$ cat src/hdl/gen_settings_consts.vh
// constants for the generator output state settings block
// assumes an apb master on the system clock and a byte-wide transfer path
`ifndef GEN_SETTINGS_CONSTS_VH
`define GEN_SETTINGS_CONSTS_VH

// ****************************************************************
// register byte addresses
// ****************************************************************
`define ADDR_CTRL        12'h000
`define ADDR_TRIG_EN     12'h004
`define ADDR_CMD         12'h008
`define ADDR_STATUS      12'h00C
`define ADDR_ORDER_TEXT  12'h010
`define ADDR_LOAD_TEXT   12'h014
`define ADDR_POINT_IN    12'h018
`define ADDR_POINT_OUT   12'h01C
`define ADDR_BYTE_IN     12'h020
`define ADDR_BYTE_OUT    12'h024
`define ADDR_ERROR       12'h028

// ****************************************************************
// control fields
// ****************************************************************
`define CTRL_SWAP_BIT    0
`define CTRL_SYNC_BIT    1
`define CTRL_LOAD_BIT    2
`define CTRL_AUTO_BIT    3
`define CTRL_COMPAT_BIT  4
`define CTRL_NVWAVE_BIT  5
`define CTRL_WIDTH       6
`define CTRL_RESET_VAL   6'h02

// command codes: bits 3:0 op, bits 5:4 slot
`define CMD_SAVE         4'h1
`define CMD_RECALL       4'h2
`define CMD_DELETE       4'h3
`define CMD_TRIGGER      4'h4

// ****************************************************************
// answers and errors
// ****************************************************************
`define TEXT_HIGH_BYTE_FIRST        32'h4E4F_524D
`define TEXT_SWAP        32'h5357_4150
`define TEXT_LOAD_50     32'h0000_3530
`define TEXT_LOAD_INF    32'h3945_3337
`define ERR_NONE         16'h0000
`define ERR_NOT_STORED   16'h032A
`define ERR_CHECKSUM     16'h0304

// ****************************************************************
// timing
// ****************************************************************
`define CLK_PERIOD_NS    10
`define TRIG_PULSE_NS    100
`define TRIG_PULSE_CYC   ((`TRIG_PULSE_NS + `CLK_PERIOD_NS - 1) / `CLK_PERIOD_NS)

`endif

$ cat src/hdl/gen_settings.v
// ****************************************************************
// generator output state settings
// ****************************************************************
// apb register block holding output settings, saved slots and triggers
// assumes a power-on reset on rst_b_in and an asynchronous system reset pin, synchronised here
`timescale 1ns/1ps
`include "gen_settings_consts.vh"
module gen_settings #(
  parameter SLOTS   = 4,
  parameter LINES   = 8,
  parameter POINT_W = 12
) (
  input  wire             clk_sys_in,
  input  wire             rst_b_in,
  input  wire             sys_reset_b_in,
  input  wire             psel,
  input  wire             penable,
  input  wire             pwrite,
  input  wire [11:0]      paddr,
  input  wire [31:0]      pwdata,
  output reg  [31:0]      prdata,
  output wire             pready,
  output wire             pslverr,
  input  wire             sync_source_in,
  output reg              sync_out,
  output reg              front_trigger_out,
  output reg  [LINES-1:0] backplane_trigger_drive_out,
  output reg  [LINES-1:0] backplane_trigger_oe_out,
  output reg              output_termination_select_out,
  output reg              nv_waveform_resume_out
);
  localparam ST_IDLE  = 2'd0;
  localparam ST_CHECK = 2'd1;
  localparam ST_APPLY = 2'd2;
  localparam PULSE_CYC = `TRIG_PULSE_CYC;

  // ****************************************************************
  // state
  // ****************************************************************
  reg [`CTRL_WIDTH-1:0] ctrl;
  reg [LINES-1:0]       trig_en;
  reg [`CTRL_WIDTH-1:0] slot_ctrl [0:SLOTS-1];
  reg [LINES-1:0]       slot_trig [0:SLOTS-1];
  reg [SLOTS-1:0]       slot_used;
  reg [15:0]            error_code;
  reg [1:0]             boot_state;
  reg                   boot_power;
  reg [7:0]             pulse_cnt;
  reg                   sys_meta;
  reg                   sys_sync;
  reg                   sys_prev;
  reg                   sync_meta;
  reg                   sync_sync;
  reg                   boot_pending;
  integer               i;

  wire                  wr_en;
  wire                  rd_en;
  wire                  cmd_wr;
  wire [3:0]            cmd_op;
  wire [1:0]            cmd_slot;
  wire                  sys_fall;
  wire [7:0]            pk_byte;
  wire [POINT_W-1:0]    pk_point;
  wire                  pk_done;
  reg  [POINT_W-1:0]    point_hold;

  function addr_hit;
    input [11:0] a;
    input [11:0] b;
    begin
      addr_hit = (a == b);
    end
  endfunction

  // ****************************************************************
  // apb slave, zero wait states
  // ****************************************************************
  assign pready   = 1'b1;
  assign wr_en    = psel & penable & pwrite;
  assign rd_en    = psel & penable & ~pwrite;
  assign pslverr  = psel & penable & (paddr > `ADDR_ERROR);
  assign cmd_wr   = wr_en & addr_hit(paddr, `ADDR_CMD);
  assign cmd_op   = pwdata[3:0];
  assign cmd_slot = pwdata[5:4];

  // ****************************************************************
  // pin synchronisers
  // ****************************************************************
  always @(posedge clk_sys_in or negedge rst_b_in) begin
    if (!rst_b_in) begin
      sys_meta  <= 1'b1;
      sys_sync  <= 1'b1;
      sys_prev  <= 1'b1;
      sync_meta <= 1'b0;
      sync_sync <= 1'b0;
    end else begin
      sys_meta  <= sys_reset_b_in;
      sys_sync  <= sys_meta;
      sys_prev  <= sys_sync;
      sync_meta <= sync_source_in;
      sync_sync <= sync_meta;
    end
  end
  assign sys_fall = sys_prev & ~sys_sync;

  // ****************************************************************
  // settings, slots and startup sequence
  // ****************************************************************
  always @(posedge clk_sys_in or negedge rst_b_in) begin
    if (!rst_b_in) begin
      ctrl         <= `CTRL_RESET_VAL;
      trig_en      <= {LINES{1'b0}};
      error_code   <= `ERR_NONE;
      boot_state   <= ST_CHECK;
      boot_power   <= 1'b1;
      boot_pending <= 1'b0;
      pulse_cnt    <= 8'h00;
      for (i = 0; i < SLOTS; i = i + 1) begin
        slot_ctrl[i] <= `CTRL_RESET_VAL;
        slot_trig[i] <= {LINES{1'b0}};
      end
      slot_used    <= {{(SLOTS-1){1'b0}}, 1'b1};
    end else begin
      if (pulse_cnt != 8'h00) begin
        pulse_cnt <= pulse_cnt - 8'h01;
      end
      case (boot_state)
        ST_CHECK: begin
          // checksum fault needs slot 0 unused while boot_power is set; reset marks slot 0 used, so it never fires
          if (boot_power && !slot_used[0]) begin
            error_code <= `ERR_CHECKSUM;
          end
          boot_state <= ST_APPLY;
        end
        ST_APPLY: begin
          if (slot_used[0] && slot_ctrl[0][`CTRL_AUTO_BIT]) begin
            ctrl    <= slot_ctrl[0];
            trig_en <= slot_trig[0];
          end else begin
            ctrl    <= `CTRL_RESET_VAL;
            trig_en <= {LINES{1'b0}};
          end
          boot_power <= 1'b0;
          boot_state <= ST_IDLE;
        end
        ST_IDLE: begin
          if (sys_fall) begin
            boot_state <= ST_CHECK;
          end else if (wr_en && addr_hit(paddr, `ADDR_CTRL)) begin
            ctrl <= pwdata[`CTRL_WIDTH-1:0];
          end else if (wr_en && addr_hit(paddr, `ADDR_TRIG_EN)) begin
            trig_en <= pwdata[LINES-1:0];
          end else if (wr_en && addr_hit(paddr, `ADDR_ERROR)) begin
            error_code <= `ERR_NONE;
          end else if (cmd_wr) begin
            case (cmd_op)
              `CMD_SAVE: begin
                slot_ctrl[cmd_slot] <= ctrl;
                slot_trig[cmd_slot] <= trig_en;
                slot_used[cmd_slot] <= 1'b1;
              end
              `CMD_RECALL: begin
                if (slot_used[cmd_slot]) begin
                  ctrl    <= slot_ctrl[cmd_slot];
                  trig_en <= slot_trig[cmd_slot];
                end else begin
                  error_code <= `ERR_NOT_STORED;
                end
              end
              `CMD_DELETE: begin
                if (slot_used[cmd_slot]) begin
                  slot_used[cmd_slot] <= 1'b0;
                  slot_ctrl[cmd_slot] <= `CTRL_RESET_VAL;
                  slot_trig[cmd_slot] <= {LINES{1'b0}};
                end else begin
                  error_code <= `ERR_NOT_STORED;
                end
              end
              `CMD_TRIGGER: begin
                pulse_cnt <= PULSE_CYC[7:0];
              end
              default: begin
                boot_pending <= boot_pending;
              end
            endcase
          end
        end
        default: begin
          boot_state <= ST_IDLE;
        end
      endcase
    end
  end

  // ****************************************************************
  // outputs
  // ****************************************************************
  always @(posedge clk_sys_in or negedge rst_b_in) begin
    if (!rst_b_in) begin
      sync_out                      <= 1'b0;
      front_trigger_out             <= 1'b0;
      backplane_trigger_drive_out   <= {LINES{1'b1}};
      backplane_trigger_oe_out      <= {LINES{1'b0}};
      output_termination_select_out <= 1'b0;
      nv_waveform_resume_out        <= 1'b0;
    end else begin
      // disabled sync is held low; the level carries no meaning
      sync_out <= ctrl[`CTRL_SYNC_BIT] & sync_sync;
      // compat trigger state bit plays no part here
      front_trigger_out <= (pulse_cnt != 8'h00);
      backplane_trigger_drive_out <= {LINES{pulse_cnt == 8'h00}};
      backplane_trigger_oe_out    <= trig_en & {LINES{pulse_cnt != 8'h00}};
      output_termination_select_out <= ctrl[`CTRL_LOAD_BIT];
      nv_waveform_resume_out <= ctrl[`CTRL_NVWAVE_BIT] & (boot_state == ST_IDLE);
    end
  end

  // ****************************************************************
  // byte-order packing of block transfer points
  // ****************************************************************
  always @(posedge clk_sys_in or negedge rst_b_in) begin
    if (!rst_b_in) begin
      point_hold <= {POINT_W{1'b0}};
    end else if (wr_en && addr_hit(paddr, `ADDR_POINT_IN)) begin
      point_hold <= pwdata[POINT_W-1:0];
    end
  end

  point_byte_packer #(
    .POINT_W (POINT_W)
  ) u_packer (
    .clk_sys_in     (clk_sys_in),
    .rst_b_in       (rst_b_in),
    .swap_in        (ctrl[`CTRL_SWAP_BIT]),
    .clear_in       (boot_state != ST_IDLE),
    .load_point_in  (wr_en & addr_hit(paddr, `ADDR_POINT_IN)),
    .point_in       (pwdata[POINT_W-1:0]),
    .byte_wr_in     (wr_en & addr_hit(paddr, `ADDR_BYTE_IN)),
    .byte_in        (pwdata[7:0]),
    .byte_rd_in     (rd_en & addr_hit(paddr, `ADDR_BYTE_OUT)),
    .byte_out       (pk_byte),
    .point_out      (pk_point),
    .point_done_out (pk_done)
  );

  // ****************************************************************
  // read mux
  // ****************************************************************
  always @* begin
    prdata = 32'h0000_0000;
    case (paddr)
      `ADDR_CTRL:       prdata = {26'h000_0000, ctrl};
      `ADDR_TRIG_EN:    prdata = {24'h00_0000, trig_en};
      `ADDR_STATUS:     prdata = {20'h0_0000, pk_done, 3'b000,
                                  {(8-SLOTS){1'b0}}, slot_used};
      `ADDR_ORDER_TEXT: prdata = ctrl[`CTRL_SWAP_BIT] ? `TEXT_SWAP : `TEXT_HIGH_BYTE_FIRST;
      `ADDR_LOAD_TEXT:  prdata = ctrl[`CTRL_LOAD_BIT] ? `TEXT_LOAD_INF : `TEXT_LOAD_50;
      `ADDR_POINT_IN:   prdata = {20'h0_0000, point_hold};
      `ADDR_POINT_OUT:  prdata = {20'h0_0000, pk_point};
      `ADDR_BYTE_OUT:   prdata = {24'h00_0000, pk_byte};
      `ADDR_ERROR:      prdata = {16'h0000, error_code};
      default:          prdata = 32'h0000_0000;
    endcase
  end
endmodule

$ cat src/hdl/point_byte_packer.v
// ****************************************************************
// point byte packer
// ****************************************************************
// splits a 12-bit point into two bytes and joins two bytes into a point
// assumes the caller strobes one byte at a time on the system clock
`timescale 1ns/1ps
module point_byte_packer #(
  parameter POINT_W = 12
) (
  input  wire               clk_sys_in,
  input  wire               rst_b_in,
  input  wire               swap_in,
  input  wire               clear_in,
  input  wire               load_point_in,
  input  wire [POINT_W-1:0] point_in,
  input  wire               byte_wr_in,
  input  wire [7:0]         byte_in,
  input  wire               byte_rd_in,
  output reg  [7:0]         byte_out,
  output reg  [POINT_W-1:0] point_out,
  output reg                point_done_out
);
  reg [15:0] tx_word;
  reg        tx_half;
  reg [7:0]  rx_first;
  reg        rx_half;
  wire [15:0] rx_word;

  // second byte combines with the held first one in the chosen order
  assign rx_word = swap_in ? {byte_in, rx_first} : {rx_first, byte_in};

  always @(posedge clk_sys_in or negedge rst_b_in) begin
    if (!rst_b_in) begin
      tx_word        <= 16'h0000;
      tx_half        <= 1'b0;
      rx_first       <= 8'h00;
      rx_half        <= 1'b0;
      byte_out       <= 8'h00;
      point_out      <= {POINT_W{1'b0}};
      point_done_out <= 1'b0;
    end else begin
      point_done_out <= 1'b0;
      if (clear_in) begin
        tx_half <= 1'b0;
        rx_half <= 1'b0;
      end else begin
        if (load_point_in) begin
          tx_word  <= {{(16-POINT_W){1'b0}}, point_in};
          tx_half  <= 1'b0;
          byte_out <= swap_in ? point_in[7:0] : {{(16-POINT_W){1'b0}}, point_in[POINT_W-1:8]};
        end else if (byte_rd_in) begin
          tx_half  <= ~tx_half;
          byte_out <= (swap_in ^ tx_half) ? tx_word[15:8] : tx_word[7:0];
        end
        if (byte_wr_in) begin
          if (!rx_half) begin
            rx_first <= byte_in;
            rx_half  <= 1'b1;
          end else begin
            rx_half        <= 1'b0;
            point_out      <= rx_word[POINT_W-1:0];
            point_done_out <= 1'b1;
          end
        end
      end
    end
  end
endmodule

$ cat config.mk
export PLATFORM = sky130hd
export DESIGN_NAME = gen_settings
export DESIGN_NICKNAME = d
export VERILOG_FILES = /design/src/hdl/gen_settings.v /design/src/hdl/point_byte_packer.v
export VERILOG_INCLUDE_DIRS = /design/src /design/src/hdl
export SDC_FILE = /design/constraint.sdc
export NUM_CORES = 1
export LEC_CHECK = 0
export BUFFER_PORTS_ARGS = -buffer_cell sky130_fd_sc_hd__buf_2
export CORE_ASPECT_RATIO = 0.6
export CORE_MARGIN = 5
export CORE_UTILIZATION = 49
export DETAILED_ROUTE_END_ITERATION = 10
export PLACE_DENSITY = 0.72
export SYNTH_ARGS = -nofsm -noshare
export SYNTH_HDL_FRONTEND = slang
export SYNTH_SLANG_ARGS = --single-unit
$ cat constraint.sdc
create_clock -name clk_sys_in -period 2.6 [get_ports clk_sys_in]
set_clock_uncertainty 0.15 [all_clocks]
set_input_delay 0.52 -clock clk_sys_in [delete_from_list [all_inputs] [get_ports clk_sys_in]]
set_output_delay 0.52 -clock clk_sys_in [all_outputs]
set_load 0.1 [all_outputs]
After elaboration in Yosys (flattened, before gate mapping) --
Index checks and enable logic that the tools add are counted.
Storage, ports and cells: register bits after elaboration 174, bits of input ports 51
Operators by class: $add $sub $neg 1, $lt $le $gt $ge 5, equality and inequality tests 34, muxes and demuxes 76, bitwise operators 31, reductions and logical operators 29
Operators by type and width (number):
- case mux 31 bit (9 select lines) | 1
- 2-to-1 mux 8 bit | 23
- 2-to-1 mux 16 bit | 8
- 2-to-1 mux 6 bit | 11
- case mux 32 bit (2 select lines) | 1
- == test 12 x 5 -> 1 bit (second input constant) | 4
- case mux 24 bit (2 select lines) | 1
- == test 12 x 6 -> 1 bit (second input constant) | 3
- AND 32 bit | 1
- bitwise mux 32 bit | 1
- 2-to-1 mux 32 bit | 1
- NOT 32 bit | 1
- case mux 16 bit (2 select lines) | 1
- 2-to-1 mux 30 bit | 1
- != test 3 bit (second input constant) | 10
- 2-to-1 mux 29 bit | 1
- bitwise mux 24 bit | 1
- == test 12 x 4 -> 1 bit (second input constant) | 2
- 2-to-1 mux 24 bit | 1
- AND 20 bit | 1
- NOT 20 bit | 1
- binary-select mux 8 bit (select 2 bit) | 1
- demux 8 bit (select 2 bit) | 1
- case mux 8 bit (2 select lines) | 1
- 46 further kinds | 98

Depth between registers and ports, before layout --
depth in word-level cells 12, mapped depth 9, mapped depth without buffers 6

Modules after synthesis --
From an unflattened synthesis, not the netlist that was laid out.
Unflattened totals: cells, all modules 686, area, all modules 8087.8 sq um
By module, submodules not included:
- gen_settings | instances 1, cells each 530, area an instance 6148.4 sq um, sequential area each 2967.8 sq um
- point_byte_packer | instances 1, cells each 156, area an instance 1939.4 sq um, sequential area each 1076.0 sq um

Worst setup path after synthesis --
OpenSTA, ideal clock, no wires.
path kind in2out, start in paddr[3], end out prdata[0], data arrival time 4896 ps, required time 1930 ps, setup slack -2966 ps, stages on the path 6, path buffers 1, cells stage by stage buf_2 or3_1 a21o_1 a21oi_1 a41oi_1 o311ai_0
Between the ends: longest elaborated chain between the ends 2, elaborated cells on any way between the ends 10, classes of those cells eq/ne: 8; mux: 1; reduce/logical: 1
Ends and longest elaborated chain:
- start, declared | RTL line gen_settings.v:19 | input wire [11:0] paddr,
- == test 12 x 6 -> 1 bit, or another cell as far along | RTL line gen_settings.v:252 | case (paddr)
- case mux 31 bit (9 select lines) * | RTL line gen_settings.v:252
- end, declared | RTL line gen_settings.v:21 | output reg [31:0] prdata,
Every way passes the cells marked *; elsewhere a longest branch is shown, timed or not.

Final worst setup path --
start in paddr[8], end out prdata[9]
The elaborated chain is that of the path after synthesis.

==> metrics.txt <==
initial antenna violation count 0; Routed Antenna Nets 0; core box area 16170 µm²; area delta synth->final 35.79%; WS Path Type input pin to output port; # IOs roughly 110; Worst Path Arrival about 2.2 ns; fin util 67.58%; synth top area cells dfrtp_1 (46%), mux2_2 (7.7%), o21ai_0 (5.5%); Die Span Y 109.3 µm; Critical Path Start paddr[8]; maximum achievable frequency approximately 0.34 GHz; failing checks negative setup slack; RSZ-0062 raised after global routing true; die area around 19000 µm²; Netlist cell types 63; critical path peak fanout 5; drt initial violations between 800 and 900; routed vias between 7000 and 8000; Hold Crit Class input pin to flip-flop; CTS root buf clkbuf_16; CTS H-tree lvls 4; Most used DFF post-synth dfrtp_1; setup ws final -0.3020 ns; HP Start sys_reset_b_in; CP endpoint kind output port; met1 usage between 30% and 40%; met2 GRT Util between 30% and 40%; Synth top area share 46.33%; Period minus WS final 2.902 ns; FF+latch count, synth 161; GPL Wtd Cong between 0.9 and 1; R2R cell count 7; Post-synth ARST share 100.0%; starting density of the core between 40% and 50%; DP Worst Slack -0.5249 ns; FILL cells around 1200; Cell Area, Synth 8048 µm²; R2R Setup Slk around 0.17 ns; CTS tree done; port buffer count just under 80; Slew HR a little over a third; Clock transition at path regs 0.07 ns; Worst-Skew Late Latency ~0.43 ns; die width between 150 and 200 µm; post-DP HPWL 18.01 mm; status finished with violations; cell area power density between 600 and 700 nW/µm²; vias in the first global route between 6000 and 7000; Mapped Cells between 700 and 800; global route total overflow 0; Final Setup Violations 28; GRT Max-Usage Layer met1; Peak VDD IR approximately 0.00050 V; count leader, synth dfrtp_1; Fin. Hold Viols 0; area of the multi-input gates roughly 4000 µm²; Overall Global Routing Usage between 20% and 30%; cell count of the worst hold path 1; Final period util 111.6%; Via-to-Cell Ratio between 6 and 7; Seq/Total Area, Yosys about 50%; clock buffer count from CTS 17; syn avg cell area slightly above 10 µm²; largest net degree at the start of global routing ~50; DR WL/cell 22.02 µm; cell area after layout approximately 11000 µm²; Reg-to-Reg Start boot_state[1]$_DFFE_PN0P_; fin. max-slew vios 0; Ys Warns 0; first-pass GRT wire length around 40 mm; number of synthesized flops with an enable pin 0; grt met3 use between 10 and 15%; post-synth top area cell dfrtp_1; Req. time, crit path between 1.5 and 2 ns; DRC violations left 0; worst-margin pin slew a little under 1 ns; layout cells sized above 1 between 30% and 40%; Setup crit start kind input pin; Routed WL between 20 and 30 mm; ANT cells 0; area of placed instances roughly 9900 µm²; nets around 1000; Clock Path Buffers 2; clock sink count between 150 and 200; First-pass DRT Iterations 8; Leak Pwr around 0.0053 µW; Synth top cells by count dfrtp_1 (149), nand2_1 (108), o21ai_0 (89); Max Cap Viol 0; Rows 36; Register Area around 4000 µm²
-- power by group --
group | internal [µW] | switching, µW | total [µW]
Combinational | 418 | 880 | 1300
Sequential | 2670 | 174 | 2850
Clock | 1480 | 1090 | 2570
Total | 4580 | 2140 | 6720
-- cell type report --
cell class	instances	share of cell area [%]
clock inverter	13	1.385
timing repair buffer	201	17.85
clock buffer	19	4.145
sequential	161	37.00
inverter	23	0.9389
multi-input combinational	533	36.28
tap	209	2.393
-- through the flow --
stage / hold WS, ns / TNS [ns] / total power [µW] / std cells
2_1_floorplan: 0.07441 / -19.29 / 3731 / 788
3_3_place_gp: 0.1833 / -23.23 / 4102 / 1108
3_5_place_dp: 0.1970 / -25.71 / 4128 / 1108
4_1_cts: 0.02651 / -5.026 / 6711 / 1155
5_1_grt: 0.02714 / -7.000 / 6942 / 1159
6_report: 0.03609 / -5.830 / 6717 / 1159
-- layout by cell type, fill, tap and decap left out, types with 5 or more instances in the layout --
| cell type | n |
|---|---|
| xnor2_1 | 5 |
| mux2i_1 | 39 |
| nor2b_1 | 5 |
| inv_1 | 20 |
| buf_6 | 17 |
| o21ai_0 | 75 |
| conb_1 | 5 |
| a22oi_1 | 20 |
| nand2_1 | 102 |
| and2_1 | 13 |
| mux2_4 | 13 |
| nor3_4 | 5 |
| a221o_1 | 10 |
| nand4_1 | 5 |
| clkbuf_16 | 17 |
| dfrtp_1 | 149 |
| nor2_1 | 23 |
| nand3_1 | 20 |
| a222oi_1 | 5 |
| buf_12 | 36 |
| nor3_1 | 16 |
| buf_2 | 42 |
| dfstp_2 | 12 |
| nand2b_1 | 9 |
| buf_4 | 101 |
| xor2_1 | 5 |
| o21ai_1 | 15 |
| mux2_2 | 44 |
| a21oi_1 | 8 |
-- kinds of logic (layout without fill, tap and decap cells) --
group	Yosys count	in the layout	share of synthesized area, %
other	2	5	0.09332
AOI/OAI and AO/OA	166	166	13.32
xor gates and xnor gates	10	10	1.088
muxes	99	99	13.67
buffers and inverters	95	256	5.644
adders and majority gates	1	1	0.1554
and+or+nand+nor	251	252	15.78
DFF	161	161	50.25
-- state kept, by name, summed over array words and instances (netlist names), 2 cells and up, named ones only --
signal / flops
slot_trig: 32
u_packer.tx_word: 12
ctrl: 6
u_packer.point_out: 12
boot_state: 2
point_hold: 12
trig_en: 8
error_code: 3
slot_ctrl: 24
u_packer.rx_first: 8
u_packer.byte_out: 8
pulse_cnt: 8
backplane_trigger_oe_out: 8
-- worst paths after layout --
kind,endpoint
setup / recovery,prdata[9]
hold / removal,sys_meta$_DFF_PN1_
setup reg to reg,slot_trig[6]$_DFFE_PN0P_
hold reg to reg,sys_sync$_DFF_PN1_
max in group asynchronous,sys_prev$_DFF_PN1_
min in group asynchronous,pulse_cnt[7]$_DFF_PN0_
-- routing by layer --
metal / vias up / share of wire, %
met5: - / 0
met4: 0 / 1.9
met3: 53 / 13
met2: 405 / 42
met1: 3475 / 43
li1: 3073 / -
-- worst max-delay path, stage by stage --
cell and delay, ns:
buf_8 0.10, or4_4 0.62, nor4_4 0.26, and3_4 0.30, buf_6 0.10, nand3b_1 0.14
buf_12 0.19
-- repair_timing --
item,4_1_cts,5_1_grt
hold endpoints to repair,45,0
cloned,1,0
hold buffers,1,0
pin swaps,22,18
setup buffers,14,6
setup endpoints to repair,28,33
resized for setup,41,26
(Power assumes the default switching activity.)
